**config.mk**
```make
export PLATFORM = sky130hd
export DESIGN_NAME = autoneg_next_page_regs
export DESIGN_NICKNAME = d
export VERILOG_FILES = /design/src/autoneg_np_pkg.sv /design/src/autoneg_next_page_regs.sv /design/src/page_capture.sv
export VERILOG_INCLUDE_DIRS = /design/src
export SDC_FILE = /design/constraint.sdc
export NUM_CORES = 1
export LEC_CHECK = 0
export BUFFER_PORTS_ARGS = -buffer_cell sky130_fd_sc_hd__buf_4
export CORE_MARGIN = 2
export CORE_UTILIZATION = 44
export CTS_BUF_LIST = sky130_fd_sc_hd__clkbuf_4 sky130_fd_sc_hd__clkbuf_8 sky130_fd_sc_hd__clkbuf_16
export CTS_CLUSTER_SIZE = 14
export DETAILED_ROUTE_END_ITERATION = 10
export GPL_TIMING_DRIVEN = 0
export PLACE_DENSITY_LB_ADDON = 0.08
export SETUP_SLACK_MARGIN = 0.02
export SYNTH_ARGS = -nofsm -noshare
export SYNTH_HDL_FRONTEND = slang
export SYNTH_HIERARCHICAL = 1
export SYNTH_SLANG_ARGS = --single-unit
```
**constraint.sdc**
```tcl
create_clock -name ref_clk -period 1.1 [get_ports ref_clk]
set_clock_uncertainty 0.15 [all_clocks]
set_input_delay 0 -clock ref_clk [delete_from_list [all_inputs] [get_ports ref_clk]]
set_output_delay 0 -clock ref_clk [all_outputs]
set_load 0.02 [all_outputs]
```
**src/autoneg_np_defs.svh**
```systemverilog
// constants for the auto-negotiation next page register set
// assumes a 5-bit management register address and 16-bit register data
`ifndef AUTONEG_NP_DEFS_SVH
`define AUTONEG_NP_DEFS_SVH
`define ADDR_AUTONEG_EXPANSION 5'h06
`define ADDR_NEXT_PAGE_TRANSMIT 5'h07
`define ADDR_NEXT_PAGE_RECEIVE 5'h08
`define ADDR_EXTENDED_STATUS 5'h0f
`define EXP_NEXT_PAGE_ABLE_BIT 2
`define EXP_PAGE_RECEIVED_BIT 1
`define NPT_MORE_PAGES_BIT 15
`define NPT_MESSAGE_PAGE_BIT 13
`define NPT_ACK2_BIT 12
`define NPT_TOGGLE_BIT 11
`define NPT_CODE_MSB 10
`define NPR_ACK_BIT 14
`define EXT_FULL_DUPLEX_X_BIT 15
`define EXT_HALF_DUPLEX_X_BIT 14
`define EXT_STATUS_VALUE 16'h8000
`define NPT_CODE_RESET 11'h001
`define NPT_MESSAGE_PAGE_RESET 1'h1
`endif

```
**src/autoneg_np_pkg.sv**
```systemverilog
// types shared by the next page register files
// assumes the defs header supplies the bit positions
package autoneg_np_pkg;
   typedef struct packed {
      logic more_pages;
      logic message_page;
      logic ack2;
      logic toggle;
      logic [10:0] code;
   } page_s;
   typedef enum logic [1:0] {
      idle_st = 2'b00,
      write_st = 2'b01,
      read_st = 2'b11
   } access_e;
endpackage

```
**src/autoneg_next_page_regs.sv**
```systemverilog
// management registers of the auto-negotiation engine: expansion, next page transmit and receive, extended status
// assumes one-cycle read and write strobes from the management serial decoder
// assumes the auto-negotiation engine pulses page_valid and page_sent for one cycle each
//
// Overview of operation
// - expansion bit 2 reads one, bits 15:3 and 0 read zero
// - page-received flag sets on a new page, clears on read, resets zero
// - transmit bit 15 is more-pages, writable, reset zero; bit 14 reads zero
// - transmit bit 12 is writable acknowledge-2, reset zero
// - transmit bit 11 is read-only toggle, flips per next page sent
// - transmit code bits 10:0 reset to null message, bit 13 resets one
// - receive register shows partner page fields read-only, reset zero
// - receive bit 14 reports a base or next page was received
// - receive bit 11 shows the partner toggle bit
// - extended status bit 15 always reads one
// - extended status bit 14 always reads zero
// - extended status bits 13 to 0 always read zero
// - unmapped addresses are read-only and read zero
`timescale 1ns/100ps
`default_nettype none
`include "autoneg_np_defs.svh"
module autoneg_next_page_regs (
   input wire logic ref_clk,
   input wire logic reset,
   input wire logic [4:0] reg_addr,
   input wire logic reg_write,
   input wire logic reg_read,
   input wire logic [15:0] reg_wdata,
   output logic [15:0] reg_rdata,
   output logic reg_rvalid,
   input wire logic page_valid,
   input wire logic page_is_base,
   input wire autoneg_np_pkg::page_s page_in,
   input wire logic page_sent,
   output autoneg_np_pkg::page_s tx_page
);
   // ************************************************************
   // address decode
   // ************************************************************
   // a read in the same cycle as a write is dropped, so it never clears the flag unseen
   logic write_taken;
   logic read_taken;
   logic sel_expansion;
   logic sel_tx_page;
   logic sel_rx_page;
   logic sel_ext_status;
   logic sel_unmapped;

   assign write_taken = reg_write;
   assign read_taken = reg_read && !reg_write;
   assign sel_expansion = (reg_addr == `ADDR_AUTONEG_EXPANSION);
   assign sel_tx_page = (reg_addr == `ADDR_NEXT_PAGE_TRANSMIT);
   assign sel_rx_page = (reg_addr == `ADDR_NEXT_PAGE_RECEIVE);
   assign sel_ext_status = (reg_addr == `ADDR_EXTENDED_STATUS);
   assign sel_unmapped = !(sel_expansion || sel_tx_page || sel_rx_page || sel_ext_status);

   // ************************************************************
   // received page capture
   // ************************************************************
   logic flag_read;
   logic page_received;
   logic page_acknowledged;
   autoneg_np_pkg::page_s page_held;

   assign flag_read = read_taken && sel_expansion;

   page_capture capture (
      .ref_clk(ref_clk),
      .reset(reset),
      .page_valid(page_valid),
      .page_in(page_in),
      .page_is_base(page_is_base),
      .flag_read(flag_read),
      .page_received(page_received),
      .page_acknowledged(page_acknowledged),
      .page_held(page_held)
   );

   // ************************************************************
   // transmit page register
   // ************************************************************
   // the written word mapped onto page fields; bit 14 has no field and is dropped
   autoneg_np_pkg::page_s wdata_page;
   autoneg_np_pkg::page_s next_tx_page;
   logic tx_write;

   assign tx_write = write_taken && sel_tx_page;

   always_comb begin
      wdata_page.more_pages = reg_wdata[`NPT_MORE_PAGES_BIT];
      wdata_page.message_page = reg_wdata[`NPT_MESSAGE_PAGE_BIT];
      wdata_page.ack2 = reg_wdata[`NPT_ACK2_BIT];
      wdata_page.toggle = reg_wdata[`NPT_TOGGLE_BIT];
      wdata_page.code = reg_wdata[`NPT_CODE_MSB:0];
   end

   always_comb begin
      next_tx_page = tx_page;
      // software owns every field but the toggle, which follows the page actually sent
      if (tx_write) begin
         next_tx_page = wdata_page;
         next_tx_page.toggle = tx_page.toggle;
      end
      if (page_sent) begin
         next_tx_page.toggle = ~tx_page.toggle;
      end
   end

   // reset loads the null message page, ready to send as it stands
   always_ff @(posedge ref_clk) begin
      if (reset) begin
         tx_page.more_pages <= 1'b0;
         tx_page.message_page <= `NPT_MESSAGE_PAGE_RESET;
         tx_page.ack2 <= 1'b0;
         tx_page.toggle <= 1'b0;
         tx_page.code <= `NPT_CODE_RESET;
      end else begin
         tx_page <= next_tx_page;
      end
   end

   // ************************************************************
   // register read words
   // ************************************************************
   // each word is built field by field so that reserved bits stay zero
   logic [15:0] expansion_word;
   logic [15:0] tx_page_word;
   logic [15:0] rx_page_word;
   logic [15:0] ext_status_word;

   always_comb begin
      expansion_word = 16'h0000;
      expansion_word[`EXP_NEXT_PAGE_ABLE_BIT] = 1'b1;
      expansion_word[`EXP_PAGE_RECEIVED_BIT] = page_received;
   end

   // bit 14 of the transmit word has no storage and reads zero
   always_comb begin
      tx_page_word = 16'h0000;
      tx_page_word[`NPT_MORE_PAGES_BIT] = tx_page.more_pages;
      tx_page_word[`NPT_MESSAGE_PAGE_BIT] = tx_page.message_page;
      tx_page_word[`NPT_ACK2_BIT] = tx_page.ack2;
      tx_page_word[`NPT_TOGGLE_BIT] = tx_page.toggle;
      tx_page_word[`NPT_CODE_MSB:0] = tx_page.code;
   end

   // the receive fields and the flag come from one capture, so a read never sees half a page
   always_comb begin
      rx_page_word = 16'h0000;
      rx_page_word[`NPT_MORE_PAGES_BIT] = page_held.more_pages;
      rx_page_word[`NPR_ACK_BIT] = page_acknowledged;
      rx_page_word[`NPT_MESSAGE_PAGE_BIT] = page_held.message_page;
      rx_page_word[`NPT_ACK2_BIT] = page_held.ack2;
      rx_page_word[`NPT_TOGGLE_BIT] = page_held.toggle;
      rx_page_word[`NPT_CODE_MSB:0] = page_held.code;
   end

   // only full-duplex serial gigabit is offered; the other abilities read zero
   always_comb begin
      ext_status_word = `EXT_STATUS_VALUE;
      ext_status_word[`EXT_FULL_DUPLEX_X_BIT] = 1'b1;
      ext_status_word[`EXT_HALF_DUPLEX_X_BIT] = 1'b0;
   end

   // ************************************************************
   // read select
   // ************************************************************
   // and-or select per bit: an unmapped address selects no word and reads zero
   logic [15:0] read_word;

   for (genvar b = 0; b < 16; b = b + 1) begin : g_read_bit
      assign read_word[b] = (sel_expansion && expansion_word[b]) || (sel_tx_page && tx_page_word[b])
         || (sel_rx_page && rx_page_word[b]) || (sel_ext_status && ext_status_word[b]);
   end

   // ************************************************************
   // access decode
   // ************************************************************
   autoneg_np_pkg::access_e access;

   always_comb begin
      access = autoneg_np_pkg::idle_st;
      if (write_taken) begin
         access = autoneg_np_pkg::write_st;
      end else if (read_taken) begin
         access = autoneg_np_pkg::read_st;
      end
   end

   // ************************************************************
   // read port
   // ************************************************************
   logic [15:0] next_reg_rdata;
   logic next_reg_rvalid;

   always_comb begin
      // read data stands until the next read, so idle and write cycles keep it
      next_reg_rdata = reg_rdata;
      next_reg_rvalid = 1'b0;
      case (access)
         autoneg_np_pkg::read_st: begin
            next_reg_rvalid = 1'b1;
            if (sel_unmapped) begin
               next_reg_rdata = 16'h0000;
            end else begin
               next_reg_rdata = read_word;
            end
         end
         autoneg_np_pkg::write_st: begin
            // writes answer nothing on the read port
            next_reg_rvalid = 1'b0;
         end
         default: begin
            next_reg_rvalid = 1'b0;
         end
      endcase
   end

   always_ff @(posedge ref_clk) begin
      if (reset) begin
         reg_rdata <= 16'h0000;
         reg_rvalid <= 1'b0;
      end else begin
         reg_rdata <= next_reg_rdata;
         reg_rvalid <= next_reg_rvalid;
      end
   end
endmodule
`default_nettype wire

```
**src/page_capture.sv**
```systemverilog
// captures a received next page and raises the page-received flag on any page
// assumes page_valid is a one-cycle pulse from the auto-negotiation engine
`timescale 1ns/100ps
`default_nettype none
module page_capture (
   input wire logic ref_clk,
   input wire logic reset,
   input wire logic page_valid,
   input wire autoneg_np_pkg::page_s page_in,
   input wire logic page_is_base,
   input wire logic flag_read,
   output logic page_received,
   output logic page_acknowledged,
   output autoneg_np_pkg::page_s page_held
);
   logic next_page_received;
   logic next_page_acknowledged;
   autoneg_np_pkg::page_s next_page_held;

   always_comb begin
      next_page_received = page_received;
      next_page_acknowledged = page_acknowledged;
      next_page_held = page_held;
      // the clear by a read loses to a page landing in the same cycle
      if (flag_read) begin
         next_page_received = 1'b0;
      end
      if (page_valid) begin
         next_page_received = 1'b1;
         next_page_acknowledged = 1'b1;
         if (!page_is_base) begin
            next_page_held = page_in;
         end
      end
   end

   always_ff @(posedge ref_clk) begin
      if (reset) begin
         page_received <= 1'b0;
         page_acknowledged <= 1'b0;
         page_held <= '0;
      end else begin
         page_received <= next_page_received;
         page_acknowledged <= next_page_acknowledged;
         page_held <= next_page_held;
      end
   end
endmodule
`default_nettype wire

```
# Word-level counts from Yosys, hierarchy flattened
# Cells that the tools add are included.
[totals]
inputBits = 43
register_bits = 49
[op_classes]
bitwise_logic = 2
n_eq_ne = 5
reduce_logical = 59
mux = 7
[op_table]
columns = ["cell", "count"]
rows = [
  ["$logic_and A1 B1 Y1", 35],
  ["$logic_or A1 B1 Y1", 21],
  ["$mux W16", 1],
  ["$eq A5 B3 Y1 const B", 2],
  ["$eq A5 B4 Y1 const B", 2],
  ["$mux W1", 4],
  ["$mux W2", 2],
  ["$eq A2 B2 Y1 const B", 1],
  ["$not A1 Y1", 2],
  ["$reduce_and A2 Y1", 1],
  ["$reduce_bool A2 Y1", 1],
  ["$logic_not A1 Y1", 1],
]

# Depth between registers and ports, before layout
[logic_depth]
word_depth = 6
depth_mapped = 6
depth_no_buf = 4

# Modules after synthesis
# The synthesis kept the hierarchy.
[by_module_without_submodules]
columns = ["module", "cells_each", "area_each_um2", "instances"]
rows = [
  ["autoneg_next_page_regs", 154, 1295.0, 1],
  ["page_capture", 74, 788.3, 1],
]

# Worst setup path after synthesis
# OpenSTA, ideal clock, no wires.
[synth_timing]
path_kind = "register to register"
startpoint = "reg tx_page[1] (netlist bit)"
endpoint = "reg reg_rdata[1]"
required_ns = 0.831
setup_ns = 0.119
period_less_slack_ns = 1.096
t_arrival_ns = 0.827
path_slack_ns = 0.004
path_stages_with_launch = 4
cell_sequence = "dfxtp_1 -> mux2_2 -> a22oi_1 -> o21ai_1"
[synth_via]
elab_chain_cells = 4
[synth_lines]
columns = ["element", "line", "rtl"]
rows = [
  ["from (decl)", "autoneg_next_page_regs.sv:35", "output autoneg_np_pkg::page_s tx_page"],
  ["from (signal assigned)", "autoneg_next_page_regs.sv:118", "tx_page <= next_tx_page;"],
  ["$logic_and A1 B1 Y1", "autoneg_next_page_regs.sv:172", "assign read_word[b] = (sel_expansion && expansion_word[b]) || (sel_tx_page && tx_page_word[b])"],
  ["$logic_or A1 B1 Y1", "autoneg_next_page_regs.sv:172", ""],
  ["$logic_or A1 B1 Y1", "autoneg_next_page_regs.sv:173", "|| (sel_rx_page && rx_page_word[b]) || (sel_ext_status && ext_status_word[b]);"],
  ["$mux W16", "autoneg_next_page_regs.sv:203", "if (sel_unmapped) begin"],
  ["to (signal assigned)", "autoneg_next_page_regs.sv:224", "reg_rdata <= next_reg_rdata;"],
  ["to (decl)", "autoneg_next_page_regs.sv:29", "output logic [15:0] reg_rdata,"],
]
# No other way between the ends.
# A chain may end at the register's enable or synchronous reset.

# Worst setup path in the final report
[layout_timing]
startpoint = "reg tx_page[11] (netlist bit)"
endpoint = "out tx_page[11] (netlist bit)"
# No word-level cell between the ends.

==> reports/results.tsv <==
metric	value	unit
crit end category	primary output	
Clock Power Share	36.5	%
distinct cell type count after synthesis	30	
synth warn	6	
Internal Pwr Total	2.84	mW
sequential power share	50.4	%
Total GRT Usage	22.4	%
failing checks	hold timing	
Hold Slack	-0.0929	ns
Comb power frac	13.1	%
largest net degree at the start of global routing	16	
Final Max Slew Viols	0	
die area	5300	sq um
final wirelength	5830	microns
first-pass GRT wire length	9190	microns
HP Class	in -> reg	
Crit Path Class	reg -> out	
WHS Endpoint	reg_rdata[14]$_SDFFE_PP0P_	
reg-to-reg endpoint	reg_rdata[1]$_SDFFE_PP0P_	
most frequent cells in the layout	buf_4 (76), dfxtp_1 (48), nand2_1 (45)	
via count	2028	
Routed Antenna Nets	0	
Clk Latency, worst-skew pair	0.30	ns
syn avg cell area	9.14	sq um
H-tree lvl count	2	
final instance area	3220	sq um
GRT overflow	0	
drt pass-1 iters	4	
Antenna Cells	0	
fmax	962	MHz
post-synth net total	271	
Cell Pwr Density	1140	nW/um^2
R2R cell count	3	
Worst slew margin	70.7	%
Final Hold Vio Count	10	
clk sinks	49	
Chip Height	72.8	microns
clk root buf	clkbuf_8	
Sw Ratio	22.5	%
final setup violating endpoints	0	
DP Area	2690	sq um
vias in the first global route	1891	
Area Growth Syn to Fin	54.4	%
IO Port Bufs	72	
post-synthesis sequential area ratio	47.1	%
wire per inst	14.7	microns
Reg-to-Reg Start	tx_page[1]$_SDFFE_PP0P_	
Tcrit/Tclk final	94.5	%
Worst Path Required	0.95	ns
Worst EP arrival	0.89	ns
status	complete, but fails checks	
synthesized area	2080	sq um
1st-iter DRT viols	129	
IO Pins	75	
cell row count	25	
Initial Utilization	45.0	%
fin worst setup slack	0.0601	ns
minimum clock period	1.04	ns
Die Wd	72.8	microns
CP max FO	3	
Detailed Place HPWL	3840	microns
commonest non-fill, non-tap cell in the layout	buf_4	
Worst-Margin Slew	0.439	ns
pre-CTS WS	-0.521	ns
Switch Pwr	827	uW
CP bufs+invs	1	
Final nets	385	
via/cell ratio	5.11	
Hold Path Cell Cnt	4	
Crit-path slowest cell	dfxtp_1	
crit start category	flip-flop	
DRC viols	0	
CP cell instances	buf_4	
Num CTS Buffers	5	
Clock Pin Slew Worst Setup and Hold Paths	0.09	ns
Largest delay share family, worst path	flip-flops	
Hold Crit Start	reg_write	
layout cell share with drive strength beyond 1	32.4	%
Core ar.	4630	sq um
CP peak stage delay	0.42	ns
initial antenna violation count	0	
peak supply drop	0.642	mV
reg-to-reg slack, setup	0.07	ns
clk buf depth	2	
post-synthesis sequential element count	49	
CTS tree	yes	
max-cap violations	0	
Fillers	361	
global placement routability congestion	0.817	
RSZ-0062 raised after global routing	false	
Post-Syn Instances	228	
leakage	1.28	nW
[synth_stat cells]
master / number / area share (%)
nand3_1: 2 / 0.48
a21oi_1: 15 / 3.6
a21boi_0: 1 / 0.36
nand2_1: 45 / 8.1
buf_4: 3 / 1.1
a2bb2oi_1: 2 / 0.84
nand3b_1: 2 / 0.72
o21ai_2: 10 / 4.2
nor2_1: 5 / 0.90
xnor2_1: 1 / 0.42
buf_2: 3 / 0.72
inv_1: 2 / 0.36
nand2b_1: 18 / 5.4
and3_1: 2 / 0.60
and4bb_1: 1 / 0.60
buf_6: 1 / 0.54
mux2_2: 1 / 0.54
o21ai_0: 11 / 2.6
nor2b_1: 1 / 0.30
nor2b_2: 1 / 0.42
a22oi_1: 13 / 4.7
nor4b_1: 1 / 0.42
buf_12: 1 / 0.96
nor3_1: 2 / 0.48
nor4_4: 1 / 1.0
dfxtp_1: 49 / 47
clkbuf_1: 7 / 1.3
nand4bb_1: 15 / 8.1
and2b_4: 1 / 0.48
o21ai_1: 11 / 2.6
[sequential cells by signal, summed over array words and instances (netlist names)]
| register | count |
|---|---|
| reg_rdata | 16 |
| capture/page_held | 15 |
| tx_page | 15 |
| capture/page_acknowledged | 1 |
| capture/page_received | 1 |
| reg_rvalid | 1 |
[how the worst max path moves through the flow]
stage,start,to,slack (ns),cells past startpoint
floorplan,reset,reg_rdata[0]$_SDFFE_PP0P_,0.03,5
global placement,reset,reg_rdata[1]$_SDFFE_PP0P_,-0.49,6
detailed placement,reset,reg_rdata[8]$_SDFFE_PP0P_,-0.52,6
CTS,tx_page[1]$_SDFFE_PP0P_,reg_rdata[1]$_SDFFE_PP0P_,0.03,3
global route,tx_page[11]$_SDFFE_PP0P_,tx_page[11],0.02,1
finish,tx_page[11]$_SDFFE_PP0P_,tx_page[11],0.06,1
[per-layer routing]
metal	track usage [%]	part of all wire [%]	vias up
li1	-	-	1028
met1	30.6	48	941
met2	35.8	47	51
met3	4.14	3.8	8
met4	7.41	1.3	0
met5	0	0	-
[cells by family after synthesis]
logic type,Yosys count,synth area share [%]
AO/OA/AOI/OAI,63,19.0
multiplexers,1,0.541
AND/OR/NAND/NOR,97,28.0
XOR/XNOR,1,0.420
buffers and inverters,17,4.93
flip-flops,49,47.1
[power groups by stage]
stage / clock network, mW / registers (mW) / logic (mW)
global route: 1.43 / 1.85 / 0.520
CTS: 1.36 / 1.85 / 0.453
global placement: 0 / 1.89 / 0.354
finish: 1.34 / 1.85 / 0.481
floorplan: 0 / 1.89 / 0.166
detailed placement: 0 / 1.89 / 0.356
[what timing repair did]
action                                  CTS  global route
hold buffers                             34             1
pin swaps                                 0             1
resized for setup                         2             9
setup buffers                             0             1
cloned                                    0             1
endpoints found under the hold margin    36             8
endpoints found under the setup margin   10            14
[metrics by stage]
stage | std cells | total power [mW] | util, % | TNS, ns
2_1_floorplan | 228 | 2.05 | - | 0
3_3_place_gp | 354 | 2.24 | 58.2 | -8.86
3_5_place_dp | 354 | 2.24 | 58.2 | -9.08
4_1_cts | 395 | 3.66 | 68.1 | 0
5_1_grt | 397 | 3.81 | 69.5 | 0
6_report | 397 | 3.67 | 69.5 | 0
[cell type report]
cell class	instances	area [sq um]	share of cell area (%)
Tap cell	54	67.6	2.10
Sequential cell	49	982	30.5
Clock buffer	6	82.6	2.57
Buffer	13	81.3	2.53
Inverter	2	7.51	0.233
Timing Repair Buffer	109	926	28.8
Clock inverter	2	37.5	1.17
Multi-Input combinational cell	162	1030	32.1
(Power assumes the default switching activity.)
